`src/hdl/dtpb_pkg.sv`:
```
// Package with addresses, ranges and reset values of the threshold bank
package dtpb_pkg;

  // ----------------------------------------------------------------
  // Register addresses (holding-register numbers)
  // ----------------------------------------------------------------
  localparam logic [15:0] DTPB_ADDR_BANK_FIRST = 16'h1425;
  localparam logic [15:0] DTPB_ADDR_LC_MODE = 16'h1426;
  localparam logic [15:0] DTPB_ADDR_LC_LEVEL = 16'h1427;
  localparam logic [15:0] DTPB_ADDR_OL_MODE = 16'h1428;
  localparam logic [15:0] DTPB_ADDR_OL_LEVEL = 16'h1429;
  localparam logic [15:0] DTPB_ADDR_ACC_HI = 16'h142a;
  localparam logic [15:0] DTPB_ADDR_ACC_LO = 16'h142b;
  localparam logic [15:0] DTPB_ADDR_DEC_HI = 16'h142c;
  localparam logic [15:0] DTPB_ADDR_DEC_LO = 16'h142d;
  localparam logic [15:0] DTPB_ADDR_PID_LEVEL = 16'h142e;
  localparam logic [15:0] DTPB_ADDR_ACC2_HI = 16'h142f;
  localparam logic [15:0] DTPB_ADDR_ACC2_LO = 16'h1430;
  localparam logic [15:0] DTPB_ADDR_DEC2_HI = 16'h1431;
  localparam logic [15:0] DTPB_ADDR_DEC2_LO = 16'h1432;
  localparam logic [15:0] DTPB_ADDR_FB_MAX = 16'h1438;
  localparam logic [15:0] DTPB_ADDR_FB_MIN = 16'h1439;
  localparam logic [15:0] DTPB_ADDR_TQ1 = 16'h143b;
  localparam logic [15:0] DTPB_ADDR_TQ2 = 16'h143c;
  localparam logic [15:0] DTPB_ADDR_TQ3 = 16'h143d;
  localparam logic [15:0] DTPB_ADDR_TQ4 = 16'h143e;
  localparam logic [15:0] DTPB_ADDR_BANK_LAST = 16'h143e;

  // ----------------------------------------------------------------
  // Upper limits of accepted values
  // ----------------------------------------------------------------
  localparam logic [15:0] DTPB_MAX_MODE = 16'h0001;
  localparam logic [15:0] DTPB_MAX_CURRENT = 16'h0708;
  localparam logic [31:0] DTPB_MAX_ARRIVAL = 32'h00009c40;
  localparam logic [15:0] DTPB_MAX_PERMILLE = 16'h03e8;
  localparam logic [15:0] DTPB_MAX_TORQUE = 16'h00b4;

  // ----------------------------------------------------------------
  // Values after reset
  // ----------------------------------------------------------------
  localparam logic [15:0] DTPB_RST_WORD = 16'h0000;
  localparam logic [31:0] DTPB_RST_PAIR = 32'h00000000;

  // Operating quadrant of the drive, Gray coded around I-II-III-IV
  typedef enum logic [1:0] {
    DTPB_QUAD_FWD_DRIVE = 2'b00,
    DTPB_QUAD_REV_REGEN = 2'b01,
    DTPB_QUAD_REV_DRIVE = 2'b11,
    DTPB_QUAD_FWD_REGEN = 2'b10
  } dtpb_quad_e;

endpackage

```
`src/hdl/dtpb_bank.sv`:
```
// Threshold register bank and intelligent output flag logic
`timescale 1ns/1ps

// Operation
// - Low-current mode 0 any phase, 1 constant speed
// - Low-current level 0..1800, tenth percent steps
// - Overload mode 0 any phase, 1 constant speed
// - Overload level 0..1800, tenth percent steps
// - Accel arrival hi/lo pair, 0..40000, compared accelerating
// - Decel arrival hi/lo pair, 0..40000, compared decelerating
// - Deviation flag when setpoint-feedback magnitude exceeds level
// - Feedback maximum holds 0..1000
// - Feedback minimum holds 0..1000
// - Per-quadrant over-torque thresholds, consecutive addresses
// - Quadrant thresholds accept 0..180 percent
// - Second accel/decel arrival pairs, 0..40000
module dtpb_bank
  import dtpb_pkg::*;
(
  input wire logic clk, // System clock, 200 MHz
  input wire logic rst, // Synchronous reset, active high
  input wire logic ce, // Clock enable, freezes all state when low
  input wire logic reg_wr, // Register write strobe
  input wire logic reg_rd, // Register read strobe
  input wire logic [15:0] reg_addr, // Holding register number
  input wire logic [15:0] reg_wdata, // Write data
  output logic [15:0] reg_rdata, // Read data, registered
  output logic reg_rvalid, // Read data valid pulse
  output logic reg_wack, // Write acknowledge pulse
  output logic reg_werr, // Write refused pulse
  input wire logic [15:0] drive_current, // Output current, 0.1 % of rated
  input wire logic [31:0] output_freq, // Output frequency, 0.01 Hz
  input wire logic accelerating, // Drive is accelerating
  input wire logic decelerating, // Drive is decelerating
  input wire logic [15:0] process_setpoint, // PID setpoint, 0.1 %
  input wire logic [15:0] process_feedback, // PID feedback, 0.1 %
  input wire logic [15:0] torque_level, // Torque magnitude, 1 %
  input wire logic [1:0] torque_quadrant, // Operating quadrant
  output logic low_current_flag, // Current below low-current level
  output logic overload_flag, // Current above overload level
  output logic accel_arrival_flag, // Arrival reached while accelerating
  output logic decel_arrival_flag, // Arrival reached while decelerating
  output logic accel_arrival2_flag, // Second accel arrival reached
  output logic decel_arrival2_flag, // Second decel arrival reached
  output logic pid_deviation_flag, // PID error beyond level
  output logic over_torque_flag, // Torque beyond quadrant level
  output logic [15:0] feedback_max, // Feedback scaling maximum
  output logic [15:0] feedback_min, // Feedback scaling minimum
  output logic arrival_pending // A pair awaits its low word
);

  // ----------------------------------------------------------------
  // Helper functions
  // ----------------------------------------------------------------

  // Absolute difference of two unsigned words
  function automatic logic [15:0] abs_diff(input logic [15:0] a, input logic [15:0] b);
    logic [15:0] r;
    r = (a > b) ? (a - b) : (b - a);
    return r;
  endfunction

  // Upper limit of a single-word register; zero marks unmapped
  function automatic logic [16:0] word_limit(input logic [15:0] addr);
    logic [16:0] r;
    r = 17'h00000;
    case (addr)
      DTPB_ADDR_LC_MODE: r = {1'b1, DTPB_MAX_MODE};
      DTPB_ADDR_OL_MODE: r = {1'b1, DTPB_MAX_MODE};
      DTPB_ADDR_LC_LEVEL: r = {1'b1, DTPB_MAX_CURRENT};
      DTPB_ADDR_OL_LEVEL: r = {1'b1, DTPB_MAX_CURRENT};
      DTPB_ADDR_PID_LEVEL: r = {1'b1, DTPB_MAX_PERMILLE};
      DTPB_ADDR_FB_MAX: r = {1'b1, DTPB_MAX_PERMILLE};
      DTPB_ADDR_FB_MIN: r = {1'b1, DTPB_MAX_PERMILLE};
      DTPB_ADDR_TQ1: r = {1'b1, DTPB_MAX_TORQUE};
      DTPB_ADDR_TQ2: r = {1'b1, DTPB_MAX_TORQUE};
      DTPB_ADDR_TQ3: r = {1'b1, DTPB_MAX_TORQUE};
      DTPB_ADDR_TQ4: r = {1'b1, DTPB_MAX_TORQUE};
      default: r = 17'h00000;
    endcase
    return r;
  endfunction

  // ----------------------------------------------------------------
  // Storage
  // ----------------------------------------------------------------

  logic [15:0] lc_mode_q;
  logic [15:0] lc_level_q;
  logic [15:0] ol_mode_q;
  logic [15:0] ol_level_q;
  logic [15:0] pid_level_q;
  logic [15:0] fb_max_q;
  logic [15:0] fb_min_q;
  logic [15:0] torque_q [4];

  logic [16:0] limit;
  logic word_hit;
  logic word_ok;
  logic wr_acc_hi;
  logic wr_acc_lo;
  logic wr_dec_hi;
  logic wr_dec_lo;
  logic wr_acc2_hi;
  logic wr_acc2_lo;
  logic wr_dec2_hi;
  logic wr_dec2_lo;
  logic [31:0] acc_thr;
  logic [31:0] dec_thr;
  logic [31:0] acc2_thr;
  logic [31:0] dec2_thr;
  logic [15:0] acc_stage;
  logic [15:0] dec_stage;
  logic [15:0] acc2_stage;
  logic [15:0] dec2_stage;
  logic [3:0] pair_pending;
  logic [3:0] pair_reject;
  logic pair_hit;
  logic pair_bad;
  logic [15:0] rdata_d;

  // Write decode, single-word registers
  assign limit = word_limit(reg_addr);
  assign word_hit = limit[16];
  assign word_ok = reg_wr && word_hit && (reg_wdata <= limit[15:0]);

  // Write decode, word-pair registers
  assign wr_acc_hi = reg_wr && (reg_addr == DTPB_ADDR_ACC_HI);
  assign wr_acc_lo = reg_wr && (reg_addr == DTPB_ADDR_ACC_LO);
  assign wr_dec_hi = reg_wr && (reg_addr == DTPB_ADDR_DEC_HI);
  assign wr_dec_lo = reg_wr && (reg_addr == DTPB_ADDR_DEC_LO);
  assign wr_acc2_hi = reg_wr && (reg_addr == DTPB_ADDR_ACC2_HI);
  assign wr_acc2_lo = reg_wr && (reg_addr == DTPB_ADDR_ACC2_LO);
  assign wr_dec2_hi = reg_wr && (reg_addr == DTPB_ADDR_DEC2_HI);
  assign wr_dec2_lo = reg_wr && (reg_addr == DTPB_ADDR_DEC2_LO);
  assign pair_hit = wr_acc_hi | wr_acc_lo | wr_dec_hi | wr_dec_lo
                  | wr_acc2_hi | wr_acc2_lo | wr_dec2_hi | wr_dec2_lo;
  assign pair_bad = |pair_reject;

  // Mode selects
  always_ff @(posedge clk) begin
    if (rst) begin
      lc_mode_q <= DTPB_RST_WORD;
      ol_mode_q <= DTPB_RST_WORD;
    end else if (ce && word_ok) begin
      if (reg_addr == DTPB_ADDR_LC_MODE) begin
        lc_mode_q <= reg_wdata;
      end
      if (reg_addr == DTPB_ADDR_OL_MODE) begin
        ol_mode_q <= reg_wdata;
      end
    end
  end

  // Current levels
  always_ff @(posedge clk) begin
    if (rst) begin
      lc_level_q <= DTPB_RST_WORD;
      ol_level_q <= DTPB_RST_WORD;
    end else if (ce && word_ok) begin
      if (reg_addr == DTPB_ADDR_LC_LEVEL) begin
        lc_level_q <= reg_wdata;
      end
      if (reg_addr == DTPB_ADDR_OL_LEVEL) begin
        ol_level_q <= reg_wdata;
      end
    end
  end

  // PID deviation level and feedback scaling
  always_ff @(posedge clk) begin
    if (rst) begin
      pid_level_q <= DTPB_RST_WORD;
      fb_max_q <= DTPB_RST_WORD;
      fb_min_q <= DTPB_RST_WORD;
    end else if (ce && word_ok) begin
      if (reg_addr == DTPB_ADDR_PID_LEVEL) begin
        pid_level_q <= reg_wdata;
      end
      if (reg_addr == DTPB_ADDR_FB_MAX) begin
        fb_max_q <= reg_wdata;
      end
      if (reg_addr == DTPB_ADDR_FB_MIN) begin
        fb_min_q <= reg_wdata;
      end
    end
  end

  // Over-torque levels, one per quadrant at consecutive addresses
  always_ff @(posedge clk) begin
    if (rst) begin
      for (int i = 0; i < 4; i++) begin
        torque_q[i] <= DTPB_RST_WORD;
      end
    end else if (ce && word_ok) begin
      for (int i = 0; i < 4; i++) begin
        if (reg_addr == DTPB_ADDR_TQ1 + 16'(i)) begin
          torque_q[i] <= reg_wdata;
        end
      end
    end
  end

  // ----------------------------------------------------------------
  // Arrival threshold pairs
  // ----------------------------------------------------------------

  dtpb_word_pair #(.MAX_VALUE(DTPB_MAX_ARRIVAL)) u_acc (
    .clk(clk),
    .rst(rst),
    .ce(ce),
    .wr_hi(wr_acc_hi),
    .wr_lo(wr_acc_lo),
    .wdata(reg_wdata),
    .value(acc_thr),
    .stage_hi(acc_stage),
    .pending(pair_pending[0]),
    .reject(pair_reject[0])
  );

  dtpb_word_pair #(.MAX_VALUE(DTPB_MAX_ARRIVAL)) u_dec (
    .clk(clk),
    .rst(rst),
    .ce(ce),
    .wr_hi(wr_dec_hi),
    .wr_lo(wr_dec_lo),
    .wdata(reg_wdata),
    .value(dec_thr),
    .stage_hi(dec_stage),
    .pending(pair_pending[1]),
    .reject(pair_reject[1])
  );

  dtpb_word_pair #(.MAX_VALUE(DTPB_MAX_ARRIVAL)) u_acc2 (
    .clk(clk),
    .rst(rst),
    .ce(ce),
    .wr_hi(wr_acc2_hi),
    .wr_lo(wr_acc2_lo),
    .wdata(reg_wdata),
    .value(acc2_thr),
    .stage_hi(acc2_stage),
    .pending(pair_pending[2]),
    .reject(pair_reject[2])
  );

  dtpb_word_pair #(.MAX_VALUE(DTPB_MAX_ARRIVAL)) u_dec2 (
    .clk(clk),
    .rst(rst),
    .ce(ce),
    .wr_hi(wr_dec2_hi),
    .wr_lo(wr_dec2_lo),
    .wdata(reg_wdata),
    .value(dec2_thr),
    .stage_hi(dec2_stage),
    .pending(pair_pending[3]),
    .reject(pair_reject[3])
  );

  // ----------------------------------------------------------------
  // Register access responses
  // ----------------------------------------------------------------

  // Read mux; committed halves are returned, reserved reads give zero
  always_comb begin
    rdata_d = 16'h0000;
    case (reg_addr)
      DTPB_ADDR_LC_MODE: rdata_d = lc_mode_q;
      DTPB_ADDR_LC_LEVEL: rdata_d = lc_level_q;
      DTPB_ADDR_OL_MODE: rdata_d = ol_mode_q;
      DTPB_ADDR_OL_LEVEL: rdata_d = ol_level_q;
      DTPB_ADDR_ACC_HI: rdata_d = acc_thr[31:16];
      DTPB_ADDR_ACC_LO: rdata_d = acc_thr[15:0];
      DTPB_ADDR_DEC_HI: rdata_d = dec_thr[31:16];
      DTPB_ADDR_DEC_LO: rdata_d = dec_thr[15:0];
      DTPB_ADDR_PID_LEVEL: rdata_d = pid_level_q;
      DTPB_ADDR_ACC2_HI: rdata_d = acc2_thr[31:16];
      DTPB_ADDR_ACC2_LO: rdata_d = acc2_thr[15:0];
      DTPB_ADDR_DEC2_HI: rdata_d = dec2_thr[31:16];
      DTPB_ADDR_DEC2_LO: rdata_d = dec2_thr[15:0];
      DTPB_ADDR_FB_MAX: rdata_d = fb_max_q;
      DTPB_ADDR_FB_MIN: rdata_d = fb_min_q;
      DTPB_ADDR_TQ1: rdata_d = torque_q[0];
      DTPB_ADDR_TQ2: rdata_d = torque_q[1];
      DTPB_ADDR_TQ3: rdata_d = torque_q[2];
      DTPB_ADDR_TQ4: rdata_d = torque_q[3];
      default: rdata_d = 16'h0000;
    endcase
  end

  // Read data and valid, one cycle after the strobe
  always_ff @(posedge clk) begin
    if (rst) begin
      reg_rdata <= 16'h0000;
      reg_rvalid <= 1'b0;
    end else if (ce) begin
      reg_rvalid <= reg_rd;
      if (reg_rd) begin
        reg_rdata <= rdata_d;
      end
    end
  end

  // Write acknowledge; refused when out of range or not mapped
  always_ff @(posedge clk) begin
    if (rst) begin
      reg_wack <= 1'b0;
      reg_werr <= 1'b0;
    end else if (ce) begin
      reg_wack <= reg_wr;
      reg_werr <= reg_wr && ((word_hit && !word_ok) || pair_bad
                             || (!word_hit && !pair_hit));
    end
  end

  // ----------------------------------------------------------------
  // Flag logic
  // ----------------------------------------------------------------

  logic const_speed;
  logic [15:0] pid_err;
  logic [15:0] tq_sel;

  assign const_speed = !accelerating && !decelerating;
  assign pid_err = abs_diff(process_setpoint, process_feedback);

  // Threshold for the present quadrant
  always_comb begin
    case (dtpb_quad_e'(torque_quadrant))
      DTPB_QUAD_FWD_DRIVE: tq_sel = torque_q[0];
      DTPB_QUAD_REV_REGEN: tq_sel = torque_q[1];
      DTPB_QUAD_REV_DRIVE: tq_sel = torque_q[2];
      DTPB_QUAD_FWD_REGEN: tq_sel = torque_q[3];
      default: tq_sel = torque_q[0];
    endcase
  end

  // Current flags, gated by their mode selects
  always_ff @(posedge clk) begin
    if (rst) begin
      low_current_flag <= 1'b0;
      overload_flag <= 1'b0;
    end else if (ce) begin
      low_current_flag <= (drive_current < lc_level_q)
                          && (lc_mode_q[0] == 1'b0 || const_speed);
      overload_flag <= (drive_current > ol_level_q)
                       && (ol_mode_q[0] == 1'b0 || const_speed);
    end
  end

  // Frequency arrival flags
  always_ff @(posedge clk) begin
    if (rst) begin
      accel_arrival_flag <= 1'b0;
      decel_arrival_flag <= 1'b0;
      accel_arrival2_flag <= 1'b0;
      decel_arrival2_flag <= 1'b0;
    end else if (ce) begin
      accel_arrival_flag <= accelerating && (output_freq >= acc_thr);
      decel_arrival_flag <= decelerating && (output_freq <= dec_thr);
      accel_arrival2_flag <= accelerating && (output_freq >= acc2_thr);
      decel_arrival2_flag <= decelerating && (output_freq <= dec2_thr);
    end
  end

  // PID deviation and over-torque flags
  always_ff @(posedge clk) begin
    if (rst) begin
      pid_deviation_flag <= 1'b0;
      over_torque_flag <= 1'b0;
    end else if (ce) begin
      pid_deviation_flag <= (pid_err > pid_level_q);
      over_torque_flag <= (torque_level > tq_sel);
    end
  end

  // Status outputs
  assign feedback_max = fb_max_q;
  assign feedback_min = fb_min_q;
  assign arrival_pending = |pair_pending;

endmodule

```
`src/hdl/dtpb_word_pair.sv`:
```
// Two-word threshold register with staged high word and atomic commit
`timescale 1ns/1ps

module dtpb_word_pair
  import dtpb_pkg::*;
#(
  parameter logic [31:0] MAX_VALUE = DTPB_MAX_ARRIVAL
) (
  input wire logic clk, // System clock
  input wire logic rst, // Synchronous reset, active high
  input wire logic ce, // Clock enable
  input wire logic wr_hi, // Write strobe, high word
  input wire logic wr_lo, // Write strobe, low word
  input wire logic [15:0] wdata, // Write data
  output logic [31:0] value, // Committed threshold
  output logic [15:0] stage_hi, // Staged high word
  output logic pending, // High word staged, low not yet written
  output logic reject // Current write is out of range
);

  logic [31:0] value_q;
  logic [15:0] stage_q;
  logic pending_q;
  logic [31:0] joined;

  // Candidate value formed from staged high and incoming low word
  assign joined = {stage_q, wdata};

  // Range check on both halves
  always_comb begin
    reject = 1'b0;
    if (wr_hi && (wdata > MAX_VALUE[31:16])) begin
      reject = 1'b1;
    end else if (wr_lo && (joined > MAX_VALUE)) begin
      reject = 1'b1;
    end
  end

  // ----------------------------------------------------------------
  // Staging and commit
  // ----------------------------------------------------------------

  // High word waits in stage until low word arrives
  always_ff @(posedge clk) begin
    if (rst) begin
      stage_q <= DTPB_RST_PAIR[31:16];
      pending_q <= 1'b0;
    end else if (ce) begin
      if (wr_hi && !reject) begin
        stage_q <= wdata;
        pending_q <= 1'b1;
      end else if (wr_lo && !reject) begin
        pending_q <= 1'b0;
      end
    end
  end

  // Threshold changes only on an accepted low-word write
  always_ff @(posedge clk) begin
    if (rst) begin
      value_q <= DTPB_RST_PAIR;
    end else if (ce && wr_lo && !reject) begin
      value_q <= joined;
    end
  end

  assign value = value_q;
  assign stage_hi = stage_q;
  assign pending = pending_q;

endmodule

```
`config.mk`:
```
export PLATFORM = sky130hd
export DESIGN_NAME = dtpb_bank
export DESIGN_NICKNAME = d
export VERILOG_FILES = /design/src/hdl/dtpb_pkg.sv /design/src/hdl/dtpb_bank.sv /design/src/hdl/dtpb_word_pair.sv
export SDC_FILE = /design/constraint.sdc
export NUM_CORES = 1
export LEC_CHECK = 0
export BUFFER_PORTS_ARGS = -buffer_cell sky130_fd_sc_hd__buf_4
export CAP_MARGIN = 5
export CORE_UTILIZATION = 50
export CTS_CLUSTER_DIAMETER = 80
export DETAILED_ROUTE_END_ITERATION = 7
export PLACE_DENSITY = 0.71
export SETUP_SLACK_MARGIN = 0.3
export SLEW_MARGIN = 15
export SYNTH_ARGS = -nofsm -noshare
export SYNTH_HDL_FRONTEND = slang
export SYNTH_HIERARCHICAL = 1
export SYNTH_SLANG_ARGS = --single-unit
```
`constraint.sdc`:
```
create_clock -name clk -period 4.3 [get_ports clk]
set_clock_uncertainty 0.1 [all_clocks]
set_input_delay 0.43 -clock clk [delete_from_list [all_inputs] [get_ports clk]]
set_output_delay 0.43 -clock clk [all_outputs]
set_load 0.05 [all_outputs]
```
==> impl_metrics.ini <==
[run_status]
failed_checks = design-rule violations
status = complete, but fails checks

[global_routing]
grt_overflow = 0
grt_pass1_wl_um = 127000
grt_max_degree = 110
antenna_found_initial = 3
grt_pass1_vias = 20236
grt_usage = 0.363
busiest_layer = met2
use_met3 = 0.0834
grtUsageMet2 = 0.542
use_met1 = 0.479

[pwr]
p_total_uw = 9130
ir_drop_mv = 0.316
cellLeakagePower_uw = 0.0105
power_per_cell_area_mw_per_mm2 = 339

[critical_path]
cp-start-kind = primary input
required_ns = 4.64
worst_path_most_repeated_cell = nand2_1
cp_num_buf_inv = 2
critPathArrivalTime_ns = 4.01
crit_chain = buf_4, and3b_1, nand2_1, or3_1, nor2_1, nor4_1, ha_1, a21o_1, a21oi_1, nand2_1, o31ai_1, buf_4, o211a_1, nand2_1, mux2i_1, nor2_1
critPathMaxFanout = 13
crit_path_max_incr_delay_ns = 0.52
critPathTopFamily = simple AND/OR/NAND/NOR gates
critPathKind = primary input to flop
cpMaxStageDelayCell = nor4_1
worstSetupEndpointType = flop

[layout]
final_common_cell = dfxtp_1
layout.nets = 3106
regArea_mm2 = 0.00863
fin_util = 0.594
fillers = 3902
syn2layout_area_growth_pct = 17.1
multiInputGateArea_mm2 = 0.0131
drive_gt1_frac = 0.150
layout_common_cells = 335 x dfxtp_1, 265 x buf_4, 234 x inv_1

[synth]
synth_area_leaders = dfxtp_1 29%, ha_1 13%, edfxtp_1 8.3%
synthAdderAreaFrac = 0.128
synth_edf_count = 64
netlist_instances = 2523
synth_flop_cell = dfxtp_1
synth-simple-area-share = 0.198
synth-xor-area-share = 0.00570
ys_warn_count = 6
synth-seq-area-share = 0.375
syn_area_per_cell_um2 = 9.13
synthesis.area_mm2 = 0.0230
synth_seq_cells = 399
ys_async_sr_fraction = 0
yosys.area.top_type = dfxtp_1
synth_mux_area_frac = 0.0667
synth_compound_area_frac = 0.163
synth_cell_types = 94
synth_top_cell_area_share = 0.291
synth_top_family_by_area = simple AND/OR/NAND/NOR gates

[timing]
hold_viol_final = 0
layout_setup_ws_ns = 0.632
worst_slew_pin_slew_ns = 1.07
setup_viol = 0
tns_ns = 0
post-route-period-util = 0.853
maxSlewHeadroom = 0.274
slew_viol_final = 0
clock.fmax_ghz = 0.273
post-route-min-period_ns = 3.67
grt_setup_unrepaired = no

[floorplanning]
start_util = 0.507
dieArea_mm2 = 0.0469
die_y_um = 217
core_mm2 = 0.0454
die-width_um = 217
rows = 78
io_pins = 197

[place]
port_buffers = 196
gp_routability_congestion = 1.06
post-place-ws_ns = 0.140
hpwlAfterDp_um = 64400

[route]
avgRoutedWirePerCell_um = 25.5
drc = 1
dr.pass1.iters = 8
drt-total-wl_um = 85900
vias = 21077
viasPerCell = 6.25
dr.first_iter.drc_count = 2760
ant_nets = 0

[clock_network]
clk-insertion-delay-late_ns = 0.59
clock_path_buffers = 3
cts.sinks = 399
cts-hold-fix-buffers = 0
postCtsSetupBuffers = 0
cts_resized = 0
cts_buffers = 45
clkTransAtPathRegs_ns = 0.06
htreeDepth = 2
clockRootBuffer = clkbuf_16
cts_tree = yes

[min_path]
hold_path.class = primary input to flop

[job]
maxCapViolations = 0
## power breakdown
part           internal [uW]  switching, uW  total (uW)
clock                   2520           1620        4140
sequential              3840           47.4        3880
combinational            446            662        1110
## path summary, 6_finish.rpt
path                   startpoint             endpoint  slack, ns  depth (start not counted)
setup / recovery     reg_addr[10]         ol_mode_q[1]       0.63                         16
hold / removal       decelerating  decel_arrival2_flag       0.11                          3
setup reg to reg  u_dec/value[11]   decel_arrival_flag       1.27                         10
hold reg to reg     ol_level_q[1]        ol_level_q[1]       0.36                          2
## sequential cells by signal, indices dropped and copies added (netlist names), 16 cells and up
name	cells
torque_q	64
u_acc/value	32
u_acc2/value	32
u_dec/value	32
u_dec2/value	32
feedback_max	16
feedback_min	16
lc_level_q	16
lc_mode_q	16
ol_level_q	16
ol_mode_q	16
pid_level_q	16
reg_rdata	16
u_acc/stage_hi	16
u_acc2/stage_hi	16
u_dec/stage_hi	16
u_dec2/stage_hi	16
## cell usage after synthesis, types with 16 or more instances
library cell    n
a211oi_1       19
a21o_1         77
a21oi_1       137
a221oi_1       27
a222oi_1       27
a22o_1         16
a22oi_1        43
a31oi_1        23
and2_1        103
buf_2          30
clkbuf_1       67
dfxtp_1       335
edfxtp_1       64
ha_1          232
inv_1         235
mux2i_1       114
mux4_2         17
nand2_1       174
nand2b_1       30
nand3_1        75
nand4_1        42
nor2_1        201
nor2b_1        22
nor3_1         40
nor3b_1        66
nor4_1         30
o21a_1         17
o21ai_0        59
## logic make-up after synthesis
logic type	after synthesis
buffers and inverters	356
DFF	399
adders and majority gates	234
other	1
xor gates and xnor gates	15
AOI/OAI and AO/OA	530
muxes	132
and+or+nand+nor	856
## area by class of cell
| cell class | instances | area share |
|---|---|---|
| Clock inverter | 20 | 0.00960 |
| Tap cell | 600 | 0.0278 |
| Sequential cell | 399 | 0.320 |
| Inverter | 235 | 0.0327 |
| Clock buffer | 63 | 0.0492 |
| Antenna cell | 4 | 0.000371 |
| Timing Repair Buffer | 267 | 0.0750 |
| Multi-Input combinational cell | 1787 | 0.485 |
## worst register-to-register path, stage by stage (launching register included)
cell       delay (ns)
dfxtp_1          0.49
inv_1            0.08
ha_1             0.29
and3_1           0.15
nand3_1          0.10
nor3_1           0.58
o21ai_0          0.31
o2111ai_1        0.30
a21oi_1          0.14
o31ai_1          0.23
a31oi_1          0.11
## stage by stage
| step | instance area [um2] | std cells | hold slack (ns) |
|---|---|---|---|
| after floorplan | 23200 | 2542 | 0.325 |
| after detailed placement | 25400 | 3288 | 0.344 |
| after global placement | 25400 | 3288 | 0.340 |
| after CTS | 27000 | 3371 | 0.0977 |
| final | 27000 | 3375 | 0.114 |
| after global routing | 27000 | 3371 | 0.119 |
## routing by layer
layer	part of all wire	wire length, um
met5	0.00015	13
met4	0.063	5390
met3	0.11	9720
met2	0.42	36400
met1	0.40	34400
Power figures use the tool's default switching activity.
